[config.mk]
export PLATFORM = sky130hd
export DESIGN_NAME = cms_top
export DESIGN_NICKNAME = d
export VERILOG_FILES = /design/src/rtl/cms_pkg.sv /design/src/rtl/cms_top.sv
export SDC_FILE = /design/constraint.sdc
export NUM_CORES = 1
export LEC_CHECK = 0
export BUFFER_PORTS_ARGS = -buffer_cell sky130_fd_sc_hd__buf_4
export CORE_MARGIN = 1
export CORE_UTILIZATION = 30
export DETAILED_ROUTE_END_ITERATION = 10
export HOLD_SLACK_MARGIN = 0.06
export PLACE_DENSITY = 0.57
export SYNTH_ARGS = -nofsm -noshare
export SYNTH_HDL_FRONTEND = slang
export SYNTH_SLANG_ARGS = --single-unit
[constraint.sdc]
create_clock -name clk -period 2.85 [get_ports clk]
set_input_delay 0.4275 -clock clk [delete_from_list [all_inputs] [get_ports clk]]
set_output_delay 0.4275 -clock clk [all_outputs]
set_load 0.005 [all_outputs]
[src/rtl/cms_pkg.sv]
package cms_pkg;

  // ----------------------------------------------------------------
  // Clock and timing
  // ----------------------------------------------------------------
  localparam int unsigned CLK_HZ = 40_000_000;
  localparam int unsigned LOAD_LIMIT_MS = 100;
  localparam longint unsigned LOAD_LIMIT_CYC_L =
    64'(LOAD_LIMIT_MS) * 64'(CLK_HZ) / 64'd1000;
  localparam int unsigned LOAD_LIMIT_CYC = 32'(LOAD_LIMIT_CYC_L);
  localparam int unsigned PAR_TOP_HZ = 100_000_000;
  localparam int unsigned INIT_CYCLES = 8;
  localparam int unsigned WRITE_DIV = 2;

  // ----------------------------------------------------------------
  // Sizes and reset values
  // ----------------------------------------------------------------
  localparam int unsigned PAR_WIDTH = 8;
  localparam int unsigned FIFO_DEPTH = 4;
  localparam int unsigned CFG_BYTES = 16;
  localparam int unsigned CNT_W = 16;
  localparam int unsigned PLL_FIELD_W = 6;
  localparam logic [7:0] CHECKSUM_RST = 8'h00;

  // ----------------------------------------------------------------
  // Types
  // ----------------------------------------------------------------
  typedef enum logic [2:0] {
    SCH_MEMORY,
    SCH_PASSIVE_SERIAL,
    SCH_PASSIVE_PARALLEL_ASYNC,
    SCH_FAST_PASSIVE_PARALLEL,
    SCH_SCAN
  } cms_scheme_t;

  typedef struct packed {
    logic mem_valid;
    logic [PAR_WIDTH-1:0] mem_byte;
    logic ps_valid;
    logic ps_bit;
    logic ppa_valid;
    logic [PAR_WIDTH-1:0] ppa_byte;
    logic fpp_valid;
    logic [PAR_WIDTH-1:0] fpp_byte;
    logic scan_valid;
    logic scan_bit;
  } cms_src_t;

  typedef struct packed {
    logic shift_en;
    logic sel_io;
    logic core_bit;
    logic io_bit;
    logic update;
  } cms_pll_in_t;

  typedef struct packed {
    logic [PLL_FIELD_W-1:0] mult;
    logic [PLL_FIELD_W-1:0] div;
    logic [PLL_FIELD_W-1:0] delay;
  } cms_pll_set_t;

endpackage

[src/rtl/cms_top.sv]
// Behaviour
// - Volatile storage: every power-up starts unconfigured and must load data.
// - User I/O stays high-impedance through power-up, waiting and loading.
// - After load, initialization resets registers, enables I/O, then runs.
// - Load plus initialization is command mode; user mode only after both.
// - Reconfig request pin forces command mode, reload, reinit, user mode.
// - Enable input and enable output allow cascading devices in any scheme.
// - Exactly one selected scheme feeds configuration data.
// - Load must finish within 100 ms; overrun flags an error.
// - Host may deliver data serially or parallel, sync or async.
// - PLL counter settings shift in serially from core or I/O pins.
// - PLL reload keeps user mode and all other logic running.
// - Scan instruction triggers reconfiguration like a request pin pulse.

// ------------------------------------------------------------------
// Byte FIFO in the configuration data path
// ------------------------------------------------------------------
module cms_fifo #(
  parameter int unsigned W = 8,
  parameter int unsigned D = 4
) (
  input wire logic clk, // System clock
  input wire logic rstn, // Async reset, active low
  input wire logic flush, // Empty and refuse input
  input wire logic in_valid, // Write request
  output logic in_ready, // Space available, registered
  input wire logic [W-1:0] in_data, // Write data
  output logic out_valid, // Data available
  input wire logic out_ready, // Read request
  output logic [W-1:0] out_data // Head of queue
);
  localparam int unsigned AW = (D > 1) ? $clog2(D) : 1;
  localparam int unsigned CW = $clog2(D + 1);

  typedef struct packed {
    logic [D-1:0][W-1:0] mem;
    logic [AW-1:0] wr_ptr;
    logic [AW-1:0] rd_ptr;
    logic [CW-1:0] count;
    logic ready;
  } cms_fifo_state_t;

  cms_fifo_state_t r_reg;
  cms_fifo_state_t r_next;
  logic push;
  logic pop;

  assign out_valid = (r_reg.count != '0);
  assign out_data = r_reg.mem[r_reg.rd_ptr];
  assign in_ready = r_reg.ready;
  assign push = in_valid & r_reg.ready;
  assign pop = out_valid & out_ready;

  always_comb begin
    r_next = r_reg;
    if (push) begin
      r_next.mem[r_reg.wr_ptr] = in_data;
      r_next.wr_ptr = (r_reg.wr_ptr == AW'(D - 1)) ? '0 : r_reg.wr_ptr + 1'b1;
    end
    if (pop) begin
      r_next.rd_ptr = (r_reg.rd_ptr == AW'(D - 1)) ? '0 : r_reg.rd_ptr + 1'b1;
    end
    r_next.count = r_reg.count + CW'(push) - CW'(pop);
    if (flush) begin
      r_next.wr_ptr = '0;
      r_next.rd_ptr = '0;
      r_next.count = '0;
    end
    // Registered ready keeps the source path free of comb loops
    r_next.ready = ~flush & (r_next.count != CW'(D));
  end

  always_ff @(posedge clk or negedge rstn) begin
    if (!rstn) begin
      r_reg <= '0;
    end else begin
      r_reg <= r_next;
    end
  end
endmodule // cms_fifo

// ------------------------------------------------------------------
// Configuration mode sequencer
// ------------------------------------------------------------------
module cms_top #(
  parameter int unsigned LOAD_LIMIT = cms_pkg::LOAD_LIMIT_CYC,
  parameter int unsigned CFG_LEN = cms_pkg::CFG_BYTES,
  parameter int unsigned INIT_LEN = cms_pkg::INIT_CYCLES,
  parameter int unsigned FIFO_D = cms_pkg::FIFO_DEPTH
) (
  input wire logic clk, // 40 MHz system clock
  input wire logic rstn, // Power-up reset, active low
  input wire logic reconfig_request_n, // Reconfiguration request pin
  input wire logic scan_reconfig_pulse_instr, // Scan reconfig pulse
  input wire logic cfg_enable_in_n, // Cascade enable in
  input wire cms_pkg::cms_scheme_t scheme_sel, // Loading scheme strap
  input wire cms_pkg::cms_src_t src, // Data from all sources
  input wire cms_pkg::cms_pll_in_t pll_in, // PLL serial chain input
  output logic cfg_ready, // Data accepted when high
  output logic cfg_enable_out_n, // Cascade enable out
  output logic load_done, // Load complete
  output logic init_reset, // Register reset during init
  output logic user_mode, // Device in user mode
  output logic user_io_oe, // User I/O may drive
  output logic cfg_error, // Load overran time limit
  output logic [7:0] cfg_checksum, // XOR of loaded bytes
  output cms_pkg::cms_pll_set_t pll_settings // Active PLL counters
);
  import cms_pkg::*;

  localparam int unsigned PLL_W = $bits(cms_pll_set_t);

  typedef enum logic [2:0] {
    ST_CLEAR,
    ST_WAIT,
    ST_LOAD,
    ST_INIT,
    ST_USER,
    ST_ERROR
  } cms_st_t;

  typedef struct packed {
    cms_st_t state;
    cms_scheme_t scheme;
    logic [PAR_WIDTH-1:0] shreg;
    logic [2:0] bitcnt;
    logic [CNT_W-1:0] byte_cnt;
    logic [CNT_W-1:0] init_cnt;
    logic [31:0] timer;
    logic [1:0] div_cnt;
    logic [PLL_W-1:0] pll_chain;
    cms_pll_set_t pll_set;
    logic [7:0] checksum;
    logic ready_gate;
    logic en_out_n;
    logic done;
    logic init_rst;
    logic user;
    logic io_oe;
    logic err;
  } cms_top_state_t;

  localparam cms_top_state_t RST_STATE = '{
    state: ST_CLEAR, scheme: SCH_MEMORY, shreg: '0, bitcnt: '0,
    byte_cnt: '0, init_cnt: '0, timer: '0, div_cnt: '0,
    pll_chain: '0, pll_set: '0, checksum: CHECKSUM_RST,
    ready_gate: 1'b0, en_out_n: 1'b1, done: 1'b0, init_rst: 1'b0,
    user: 1'b0, io_oe: 1'b0, err: 1'b0};

  cms_top_state_t r_reg;
  cms_top_state_t r_next;

  logic fifo_ready;
  logic fifo_valid;
  logic [PAR_WIDTH-1:0] fifo_data;
  logic fifo_pop;
  logic flush;
  logic byte_valid;
  logic [PAR_WIDTH-1:0] byte_data;
  logic bit_valid;
  logic bit_val;
  logic loading;
  logic req;

  assign loading = (r_reg.state == ST_LOAD);
  assign flush = (r_next.state != ST_LOAD); // Ready falls as load ends
  assign fifo_pop = loading & (r_reg.div_cnt == '0);
  assign req = ~reconfig_request_n | scan_reconfig_pulse_instr;

  // ----------------------------------------------------------------
  // Source selection and serial assembly
  // ----------------------------------------------------------------
  // Only the scheme latched at load start is heard; others are ignored
  always_comb begin
    byte_valid = 1'b0;
    byte_data = '0;
    bit_valid = 1'b0;
    bit_val = 1'b0;
    unique case (r_reg.scheme)
      SCH_MEMORY: begin
        byte_valid = src.mem_valid;
        byte_data = src.mem_byte;
      end
      SCH_PASSIVE_SERIAL: begin
        bit_valid = src.ps_valid;
        bit_val = src.ps_bit;
      end
      SCH_PASSIVE_PARALLEL_ASYNC: begin
        byte_valid = src.ppa_valid;
        byte_data = src.ppa_byte;
      end
      SCH_FAST_PASSIVE_PARALLEL: begin
        byte_valid = src.fpp_valid;
        byte_data = src.fpp_byte;
      end
      SCH_SCAN: begin
        bit_valid = src.scan_valid;
        bit_val = src.scan_bit;
      end
      default: begin
        byte_valid = 1'b0;
      end
    endcase
    bit_valid = bit_valid & loading & fifo_ready;
    byte_valid = byte_valid & loading & fifo_ready;
    // Serial data arrives LSB first; the eighth bit completes a byte
    if (bit_valid && r_reg.bitcnt == 3'd7) begin
      byte_valid = 1'b1;
      byte_data = {bit_val, r_reg.shreg[PAR_WIDTH-1:1]};
    end
  end

  cms_fifo #(
    .W(PAR_WIDTH),
    .D(FIFO_D)
  ) u_fifo (
    .clk(clk),
    .rstn(rstn),
    .flush(flush),
    .in_valid(byte_valid),
    .in_ready(fifo_ready),
    .in_data(byte_data),
    .out_valid(fifo_valid),
    .out_ready(fifo_pop),
    .out_data(fifo_data)
  );

  // ----------------------------------------------------------------
  // Sequencer
  // ----------------------------------------------------------------
  always_comb begin
    r_next = r_reg;
    if (bit_valid) begin
      r_next.shreg = {bit_val, r_reg.shreg[PAR_WIDTH-1:1]};
      r_next.bitcnt = r_reg.bitcnt + 3'd1;
    end
    if (loading) begin
      r_next.div_cnt = (r_reg.div_cnt == '0) ? 2'(WRITE_DIV - 1) :
                       r_reg.div_cnt - 2'd1;
    end
    unique case (r_reg.state)
      ST_CLEAR: begin
        if (!req) begin
          r_next.state = ST_WAIT;
        end
      end
      ST_WAIT: begin
        if (!cfg_enable_in_n) begin
          r_next.state = ST_LOAD;
          r_next.scheme = scheme_sel;
          r_next.timer = '0;
          r_next.byte_cnt = '0;
          r_next.bitcnt = '0;
          r_next.div_cnt = '0;
          r_next.checksum = CHECKSUM_RST;
        end
      end
      ST_LOAD: begin
        r_next.timer = r_reg.timer + 32'd1;
        if (fifo_pop && fifo_valid) begin
          r_next.checksum = r_reg.checksum ^ fifo_data;
          r_next.byte_cnt = r_reg.byte_cnt + 1'b1;
          if (r_reg.byte_cnt == CNT_W'(CFG_LEN - 1)) begin
            r_next.state = ST_INIT;
            r_next.done = 1'b1;
            r_next.en_out_n = 1'b0;
            r_next.init_cnt = '0;
            r_next.init_rst = 1'b1;
          end
        end
        if (r_next.state == ST_LOAD && r_reg.timer == LOAD_LIMIT - 1) begin
          r_next.state = ST_ERROR;
          r_next.err = 1'b1;
        end
      end
      ST_INIT: begin
        r_next.init_cnt = r_reg.init_cnt + 1'b1;
        if (r_reg.init_cnt == CNT_W'(INIT_LEN - 1)) begin
          r_next.state = ST_USER;
          r_next.init_rst = 1'b0;
          r_next.user = 1'b1;
          r_next.io_oe = 1'b1;
        end
      end
      ST_USER: begin
        // PLL reload never leaves user mode or touches other state
        if (pll_in.shift_en) begin
          r_next.pll_chain = {r_reg.pll_chain[PLL_W-2:0],
                              pll_in.sel_io ? pll_in.io_bit :
                                              pll_in.core_bit};
        end
        if (pll_in.update) begin
          r_next.pll_set = r_reg.pll_chain;
        end
      end
      ST_ERROR: begin
        r_next.state = ST_ERROR;
      end
      default: begin
        r_next.state = ST_CLEAR;
      end
    endcase
    // Request overrides every state; I/O released and cascade withdrawn
    if (req) begin
      r_next.state = ST_CLEAR;
      r_next.done = 1'b0;
      r_next.en_out_n = 1'b1;
      r_next.init_rst = 1'b0;
      r_next.user = 1'b0;
      r_next.io_oe = 1'b0;
      r_next.err = 1'b0;
    end
  end

  always_ff @(posedge clk or negedge rstn) begin
    if (!rstn) begin
      r_reg <= RST_STATE;
    end else begin
      r_reg <= r_next;
    end
  end

  assign cfg_ready = fifo_ready;
  assign cfg_enable_out_n = r_reg.en_out_n;
  assign load_done = r_reg.done;
  assign init_reset = r_reg.init_rst;
  assign user_mode = r_reg.user;
  assign user_io_oe = r_reg.io_oe;
  assign cfg_error = r_reg.err;
  assign cfg_checksum = r_reg.checksum;
  assign pll_settings = r_reg.pll_set;
endmodule // cms_top

==> impl.org, run 1 <==
** Die
- For this configuration, the core starts out at a cell density of between 30% and 40%.
- Core footprint :: 27780 sq um
- The floorplan step defined a die boundary enclosing 28900 sq um.
- In this run the count of I/O pins placed on the die edge is 77.
- In this run the core area contains 61 standard-cell rows.
- DIE WIDTH :: ~170 um
- Die Height :: ~170 um

** Power and ir drop
- Leak Pwr :: about 0.0045 uW
- Power per cell area :: between 500 and 600 nW/um^2
- Worst IR Drop VDD :: between 0.3 and 0.4 mV

** Placed design
- Final weighted congestion in routability-driven placement :: 0.7677
- Detailed placement ended at an HPWL of ~12 mm.
- Once placement finished, the instance area stood at about 9300 sq um.
- Quantity of I/O buffers inserted on ports :: 76

** Finish
- Total Nets Final :: 880
- Seq. cell area :: between 4000 and 5000 sq um
- Final core utilization :: between 30% and 40%
- Share of layout cells above drive strength 1 :: a little over a quarter
- The number of antenna diodes in the final layout is 0.
- Max FFs per register :: 100
- Number of fill cells in the layout :: 2809
- After routing the design area is about 10000 sq um.
- Relative to the synthesized area, the layout overhead comes to 17.64%.
- Area of combinational cells with multiple inputs :: roughly 3800 sq um

** Timing
- The count of final hold-check violations was 0.
- Adding up every negative setup slack in the final design gives 0 ns.
- The final critical path takes up ~87% of the cycle.
- Number of pins exceeding their max-slew limit in the final report :: 0
- Based on the critical path, the design can be clocked at up to 402.5 MHz.
- Setup repair after global routing left no endpoint under its margin.
- At the pin with the least slew margin, the transition time is around 0.61 ns.
- For the final database, setup skew stands at between 0.01 and 0.015 ns.
- Final Hold Slack :: approximately 0.19 ns
- Final-report setup violation count :: 0
- The worst path needs about 2.5 ns of the cycle, external delays included.
- Max-slew headroom at the worst pin :: between 50% and 60%

** Synthesis
- The synthesized design contains 0 enable-type register cells.
- The number of nets in the synthesized netlist is slightly above 800.
- The synthesized design contains 171 register bits.
- The Yosys step of the flow raised 0 warnings.
- For this run, the leading register cell type out of synthesis is dfrtp_1.
- Counting flops with an async set or reset pin after synthesis yields a share of 100.0%.
- The synthesized netlist occupies a cell area of around 8500 sq um.
- Post-synthesis instance total :: 771
- Each instance of the synthesized netlist takes up on average about 11 sq um.
- Of the synthesized area, sequential elements account for about half.
- Yosys mapped the design onto 62 distinct sky130hd cell types.

** Critical path
- Classification of the worst setup path :: flop to flop
- In this run the worst path has a maximum fanout of 16.
- Master of the slowest instance on the critical path :: or3_1
- Startpoint Class :: flop
- Traced cell by cell, the critical path runs through or3_1, nand3_1, inv_2, ha_1, inv_1, ha_1, fa_1, xnor2_1, nor3_1, nor2_1.
- Crit. End Element :: flop
- The cell that appears most often on the critical path is ha_1.
- CP peak stage delay :: about 0.42 ns
- Worst EP arrival :: roughly 2.8 ns
- Data on the critical path is required at its endpoint by about 3.2 ns.

** Routing
- Remaining DRCs :: 0
- Per-cell routed wire length :: 14.84 um
- DRT iter0 DRCs :: 331
- For this block, the routed nets add up to around 18 mm of wire.
- Using the TritonRoute via totals, the vias-per-cell ratio works out to 4.883.
- The final route contains 5928 vias.
- Antenna violation net count after detailed routing :: 0
- Before antenna repair, the detailed router went through 4 iterations.

** Global routing
- Global route total overflow :: 0
- Global routing used 3.093% of the available met3 tracks.
- Top Usage Layer GRT :: met2
- First-pass GRT wire length :: 30.62 mm
- Via count of the first global-routing pass :: ~6000
- Global routing usage on met2 :: a little over a fifth
- The initial antenna violation count is 0.
- For this run, the total global-route usage over all layers was measured as a little over an eighth.
- Largest net degree at the start of global routing :: between 60 and 70
- For this run, global-route usage on met1 was measured as between 10% and 20%.

** Clocking
- Clock tree from TritonCTS :: built
- Clock tree buffer depth :: 2
- After clock tree synthesis, the setup repair step added 0 buffers.
- Clock network latency to the later pin of the worst-skew pair :: 0.43 ns
- Clock tree synthesis found a total of about 170 sinks.
- CTS Root Cell :: clkbuf_16
- Number of CTS-inserted buffers :: 17
- The H-tree was split into 4 levels.
- Clock transition at path regs :: ~0.070 ns

** Flow run
- Max-cap violations in this run came to 0.

** Hold path
- Type of the worst min-delay path :: input port to flop

** Outcome
- Result of the run :: complete, no violations
-- placed cells by master, fill, tap and decap left out, types with 15 or more instances in the layout --
| cell | synthesis | routed |
|---|---|---|
| a21oi_1 | 27 | 27 |
| buf_4 | 29 | 88 |
| clkbuf_16 | 0 | 17 |
| dfrtp_1 | 170 | 170 |
| inv_1 | 19 | 19 |
| mux2_2 | 75 | 75 |
| mux2i_1 | 18 | 18 |
| nand2_1 | 66 | 66 |
| nand3_1 | 31 | 31 |
| nand4_1 | 21 | 21 |
| nor2_1 | 66 | 66 |
| o21ai_0 | 36 | 36 |
| xnor2_1 | 16 | 16 |
| xor2_1 | 15 | 15 |
-- cell usage after synthesis, types with 2 or more instances --
library cell | count | share of area, %
inv_1 | 19 | 0.84
nand3_1 | 31 | 1.8
nand2b_1 | 2 | 0.15
dfrtp_1 | 170 | 50
nand3_2 | 2 | 0.24
nor4_2 | 4 | 0.59
a31oi_1 | 3 | 0.22
o41ai_1 | 3 | 0.31
nor2_1 | 66 | 2.9
or4_1 | 3 | 0.27
and4_1 | 4 | 0.41
buf_2 | 14 | 0.83
nand4_1 | 21 | 1.6
nor4bb_1 | 3 | 0.35
o211ai_1 | 11 | 0.98
xnor2_1 | 16 | 1.7
or3_1 | 6 | 0.44
o21ai_0 | 36 | 2.1
mux2i_1 | 18 | 2.1
a21oi_1 | 27 | 1.6
a2bb2oi_1 | 2 | 0.21
and2_1 | 4 | 0.30
a22o_1 | 2 | 0.21
nor4_1 | 11 | 0.81
nor4b_1 | 5 | 0.52
o31ai_1 | 10 | 0.89
buf_4 | 29 | 2.6
xor2_1 | 15 | 1.6
mux4_2 | 8 | 2.1
and3_1 | 11 | 0.81
nand2_1 | 66 | 2.9
clkbuf_1 | 15 | 0.66
nand3b_1 | 6 | 0.53
ha_1 | 12 | 1.8
nor3_1 | 9 | 0.53
mux2_2 | 75 | 10
nor2b_1 | 2 | 0.15
o21ai_1 | 6 | 0.35
-- final timing paths --
kind / slack [ns] / start / end / cells past startpoint
worst max-delay path: 0.37 / u_fifo.r_reg[3]$_DFF_PN0_ / u_fifo.in_ready$_DFF_PN0_ / 10
worst min-delay path: 0.19 / scheme_sel[0] / r_reg[128]$_DFFE_PN0P_ / 3
worst max register to register: 0.37 / u_fifo.r_reg[3]$_DFF_PN0_ / u_fifo.in_ready$_DFF_PN0_ / 10
worst min register to register: 0.47 / r_reg[74]$_DFFE_PN0P_ / r_reg[74]$_DFFE_PN0P_ / 1
max in group asynchronous: 1.55 / rstn / u_fifo.r_reg[12]$_DFFE_PN0P_ / 3
min in group asynchronous: 0.55 / rstn / r_reg[89]$_DFFE_PN0P_ / 2
-- logic make-up after synthesis --
kind of cell	count (synthesis)	synth area share (%)
and+or+nand+nor	266	16.98
DFF	171	50.55
AOI/OAI and AO/OA	110	8.024
muxes	101	14.23
buffers and inverters	79	4.995
xor gates and xnor gates	31	3.207
adders and majority gates	13	2.010
-- layer usage --
metal	up-vias	routed length (um)
met1	2954	8750
met5	-	0
li1	2866	-
met3	10	599
met4	0	126
met2	98	8533
-- power by group --
group | total, uW | internal, uW | leakage [uW] | switching [uW]
clock network | 2400 | 1360 | 0.000295 | 1040
registers | 2510 | 2460 | 0.00238 | 45.8
logic | 374 | 150 | 0.00187 | 225
total | 5280 | 3970 | 0.00454 | 1310
-- repair_timing --
action,in CTS,in global routing
gates resized for setup,0,0
endpoints found under the hold margin,59,0
hold buffers,1,0
-- critical path, delay by kind of cell, from the launching register on --
kind,cells,cell delay (ns)
xor gates and xnor gates,1,0.15
adders and majority gates,3,0.87
buffers and inverters,2,0.19
DFF,1,0.39
and+or+nand+nor,4,0.75
-- stage by stage --
step	worst slack (ns)	instances	power (uW)
2_1_floorplan	0.2728	771	2746
3_3_place_gp	0.4000	1181	2927
3_5_place_dp	0.3506	1181	2932
4_1_cts	0.3384	1214	5370
5_1_grt	0.1050	1214	5512
6_report	0.3653	1214	5284
-- cell type report --
class | instances | area share [%]
timing repair buffer | 92 | 7.248
clock buffer | 19 | 4.547
clock inverter | 13 | 1.558
sequential | 171 | 42.97
inverter | 20 | 0.7537
tap | 378 | 4.748
multi-input combinational | 521 | 38.17
No activity file was read; power rests on OpenSTA's default activity.
==> run 2, diff against run 1 <==
==> constraint.sdc (replaced) <==
create_clock -name clk -period 2.7 [get_ports clk]
set_input_delay 0.405 -clock clk [delete_from_list [all_inputs] [get_ports clk]]
set_output_delay 0.405 -clock clk [all_outputs]
set_load 0.005 [all_outputs]
==> run 2 against run 1 <==
Compared with the run above:
- via count down 0.47%
- setup slack worse by 0.094 ns
- clock power down 2%
- routed wire length down 1.2%
- total power up 2.4%
- cell area down 0.38%
- sequential share of layout area up 0.16 points
- highest routed layer unchanged
==> impl.org, run 2 (same netlist as run 1, synthesis figures left out) <==
** Timing
- The count of final max-slew check failures is 0 (unchanged).
- The count of final hold-check violations came to 0 (unchanged).
- Transition time of the tightest slew-check pin :: 0.6041 ns (-0.003596 ns)
- The hold slack was 0.1650 ns (-0.02039 ns).
- Max-slew headroom at the worst pin :: 59.20% (-0.29 points)
- The post-route minimum period was 2.429 ns (-0.05623 ns).
- Post-route clock period utilization :: 89.94% (+2.8 points)
- Top achievable clock speed :: 411.8 MHz (+2.3%)
- Post-route setup TNS :: 0 ns (unchanged)
- The number of endpoints failing setup at the final stage is 0 (unchanged).
- Setup repair after global routing missed its margin :: no
- The final setup skew is 0.01116 ns (+0.0006979 ns).

** Clocking
- The post-CTS setup repair buffer count came to 0 (unchanged).
- Clock transition at path regs :: 0.07 ns (about the same)
- The H-tree depth came to 4 (unchanged).
- Clock tree from TritonCTS :: built
- The number of buffers created by CTS was 17 (unchanged).
- The cell sitting at the root of the clock tree is a clkbuf_16.
- Clock tree buffer depth :: 2 (unchanged)
- The post-cts sizing count was 0 (unchanged).
- The CTS sink count came to 171 (unchanged).
- The clock latency on the worst-skew pair came to 0.43 ns (about the same).

** Die
- Number of rows in the core area :: 61 (unchanged)
- Initial standard-cell utilization of the core :: 30.48% (unchanged)
- Number of top-level pins :: 77 (unchanged)
- DIE WIDTH :: 170.0 um (unchanged)
- The die outline height is 170.0 um (unchanged).
- Core footprint :: 27780 sq um (unchanged)
- Die outline area :: 28900 sq um (unchanged)

** Critical path
- The worst register-to-register path ends at u_fifo.in_ready$_DFF_PN0_.
- The register-to-register setup slack is 0.27 ns (-0.09 ns).
- Crit. End Element :: flop
- R2R cell count :: 9 (-1)
- The maximum net fanout on the critical path is 9 (-7).
- Worst EP arrival :: 2.73 ns (-0.06 ns)
- Classification of the worst setup path :: flop to flop
- Capture point of the critical path :: u_fifo.in_ready$_DFF_PN0_
- The data required time at the worst endpoint came to 3.00 ns (-0.15 ns).
- Startpoint Class :: flop
- The worst register-to-register path begins at r_reg[129]$_DFFE_PN0P_.
- The critical path starts at r_reg[129]$_DFFE_PN0P_.

** Flow run
- # Max-Cap Violations :: 0 (unchanged)

** Power and ir drop
- The sequential fraction of design power was 48.7% (+1.3 points).
- The worst voltage drop across the vdd grid was 0.3651 mV (-4.7%).
- Net switching component of the power :: 1350 uW (+3.1%)
- The overall power of the completed layout was 5411 uW (+2.4%).
- Clock share of power :: 43.7% (-1.8 points)
- The switching fraction of total power came to 24.95% (+0.18 points).
- The portion of total power attributed to combinational logic was 7.6% (+0.5 points).
- The internal portion of total power came to 4061 uW (+2.2%).
- The leakage power summed over all cells was 0.004520 uW (-0.44%).
- The power per cell area is 545.3 nW/um^2 (+2.8%).

** Routing
- The total wirelength of the detailed-routed design came to 17.80 mm (-1.2%).
- The via count of the routed design was 5900 (-0.47%).
- First drt pass iteration count :: 5 (+1)
- The routed length per instance came to 14.66 um (-1.2%).
- The iteration-0 DRC count of the detailed router came to 300 (-9.4%).
- Antenna violation net count after detailed routing :: 0 (unchanged)
- Vias per std cell :: 4.860 (-0.47%)
- The remaining routing DRC violations came to 0 (unchanged).

** Global routing
- Largest net degree at the start of global routing :: 65 (+3.2%)
- First-pass GRT wire length :: 30.45 mm (-0.56%)
- Via count of the first global-routing pass :: 5798 (-1.4%)
- The global-route usage over all layers was 13.33% (-0.049 points).
- Number of antenna violations at the first check in global routing :: 0 (unchanged)
- Global route total overflow :: 0 (unchanged)

** Finish
- Area of combinational cells with multiple inputs :: 3802 sq um (unchanged)
- Highest-count cells in the layout ignoring fill and taps :: 170 x dfrtp_1, 90 x buf_4, 75 x mux2_2
- Number of diodes :: 0 (unchanged)
- The post-layout net count is 882 (+0.23%).
- The final instance count without filler cells came to 1214 (unchanged).
- Relative to the synthesized area, the layout overhead comes to 17.20%.
- The register area came to 4280 sq um (unchanged).
- Post-route design area :: 9923 sq um (-0.38%)
- The number of inserted filler cells in the final layout came to 2839 (+1.1%).
- Most frequent standard cell in the layout excluding fill and tap cells :: dfrtp_1
- The share of post-route cells with drive strength above 1 is 26.91% (-0.12 points).
- The number of flip-flops under the largest register name came to 100 (unchanged).

** Placed design
- Total cell area at the placement stage :: 9358 sq um (+0.16%)
- The post-placement cell count came to 1183 (+0.17%).
- The count of input and output buffers came to 76 (unchanged).
- Placed wire-length estimate :: 12.15 mm (-0.14%)
- Final weighted congestion in routability-driven placement :: 0.7711 (+0.44%)

** Outcome
- The run finished with clean final reports.

** Hold path
- The path class of the tightest hold or removal check is input port to flop.
==> run 2: changes by cell type in the layout (fill, tap and decap cells not counted), sizes merged <==
cell / change
clkinvlp: +1
inv: -2
bufinv: -1
buf: +2
==> run 2: how the worst min path moves through the flow <==
stage | from | to | cells past startpoint | slack (ns)
floorplan | rstn | cfg_checksum[0]$_DFFE_PN0P_ | 0 | 0.11
global placement | rstn | pll_settings[3]$_DFFE_PN0P_ | 1 | 0.42
detailed placement | rstn | r_reg[36]$_DFFE_PN0P_ | 1 | 0.43
CTS | scheme_sel[0] | r_reg[128]$_DFFE_PN0P_ | 3 | 0.15
global route | scheme_sel[0] | r_reg[128]$_DFFE_PN0P_ | 3 | 0.15
finish | scheme_sel[0] | r_reg[128]$_DFFE_PN0P_ | 3 | 0.16
==> run 2: repair_timing <==
item,CTS,global route
hold buffers,1,0
setup endpoints to repair,0,0
hold endpoints to repair,52,0
==> run 2: worst max-delay path, stage by stage (launching register included) <==
cell and delay, ns:
dfrtp_1 0.41, and2_1 0.27, a2bb2oi_1 0.28, a2bb2oi_1 0.30, nor2_1 0.08, ha_1 0.21, fa_1 0.37, xnor2_1 0.15
nor3_1 0.15, nor2_1 0.06
==> run 2: layout make-up <==
type                    instances  area share, %
clock buffers                  19          4.463
clock inverters                11          1.135
inverters                      20         0.7565
multi-input cells             521          38.32
flip-flops and latches        171          43.13
well taps                     378          4.766
repair buffers                 94          7.427
==> run 2: power groups by stage <==
| stage | logic, uW | registers [uW] | clock network [uW] |
|---|---|---|---|
| after floorplan | 223 | 2680 | 0 |
| after global placement | 414 | 2680 | 0 |
| after detailed placement | 419 | 2680 | 0 |
| after CTS | 422 | 2640 | 2450 |
| after global routing | 468 | 2640 | 2560 |
| final | 412 | 2640 | 2360 |
==> run 2: layer usage <==
metal	routed length, um	GRT usage, %	vias up
met3	599	2.837	11
met2	8310	21.22	100
met4	187	3.682	0
met5	0	0	-
li1	-	-	2868
met1	8701	18.21	2921
==> run 2: metrics by stage <==
stage               util, %  setup WS, ns
global route          35.72       0.01293
detailed placement    33.68        0.2789
global placement      33.68        0.3289
CTS                   35.72        0.2610
floorplan                 -        0.1228
finish                35.72        0.2715
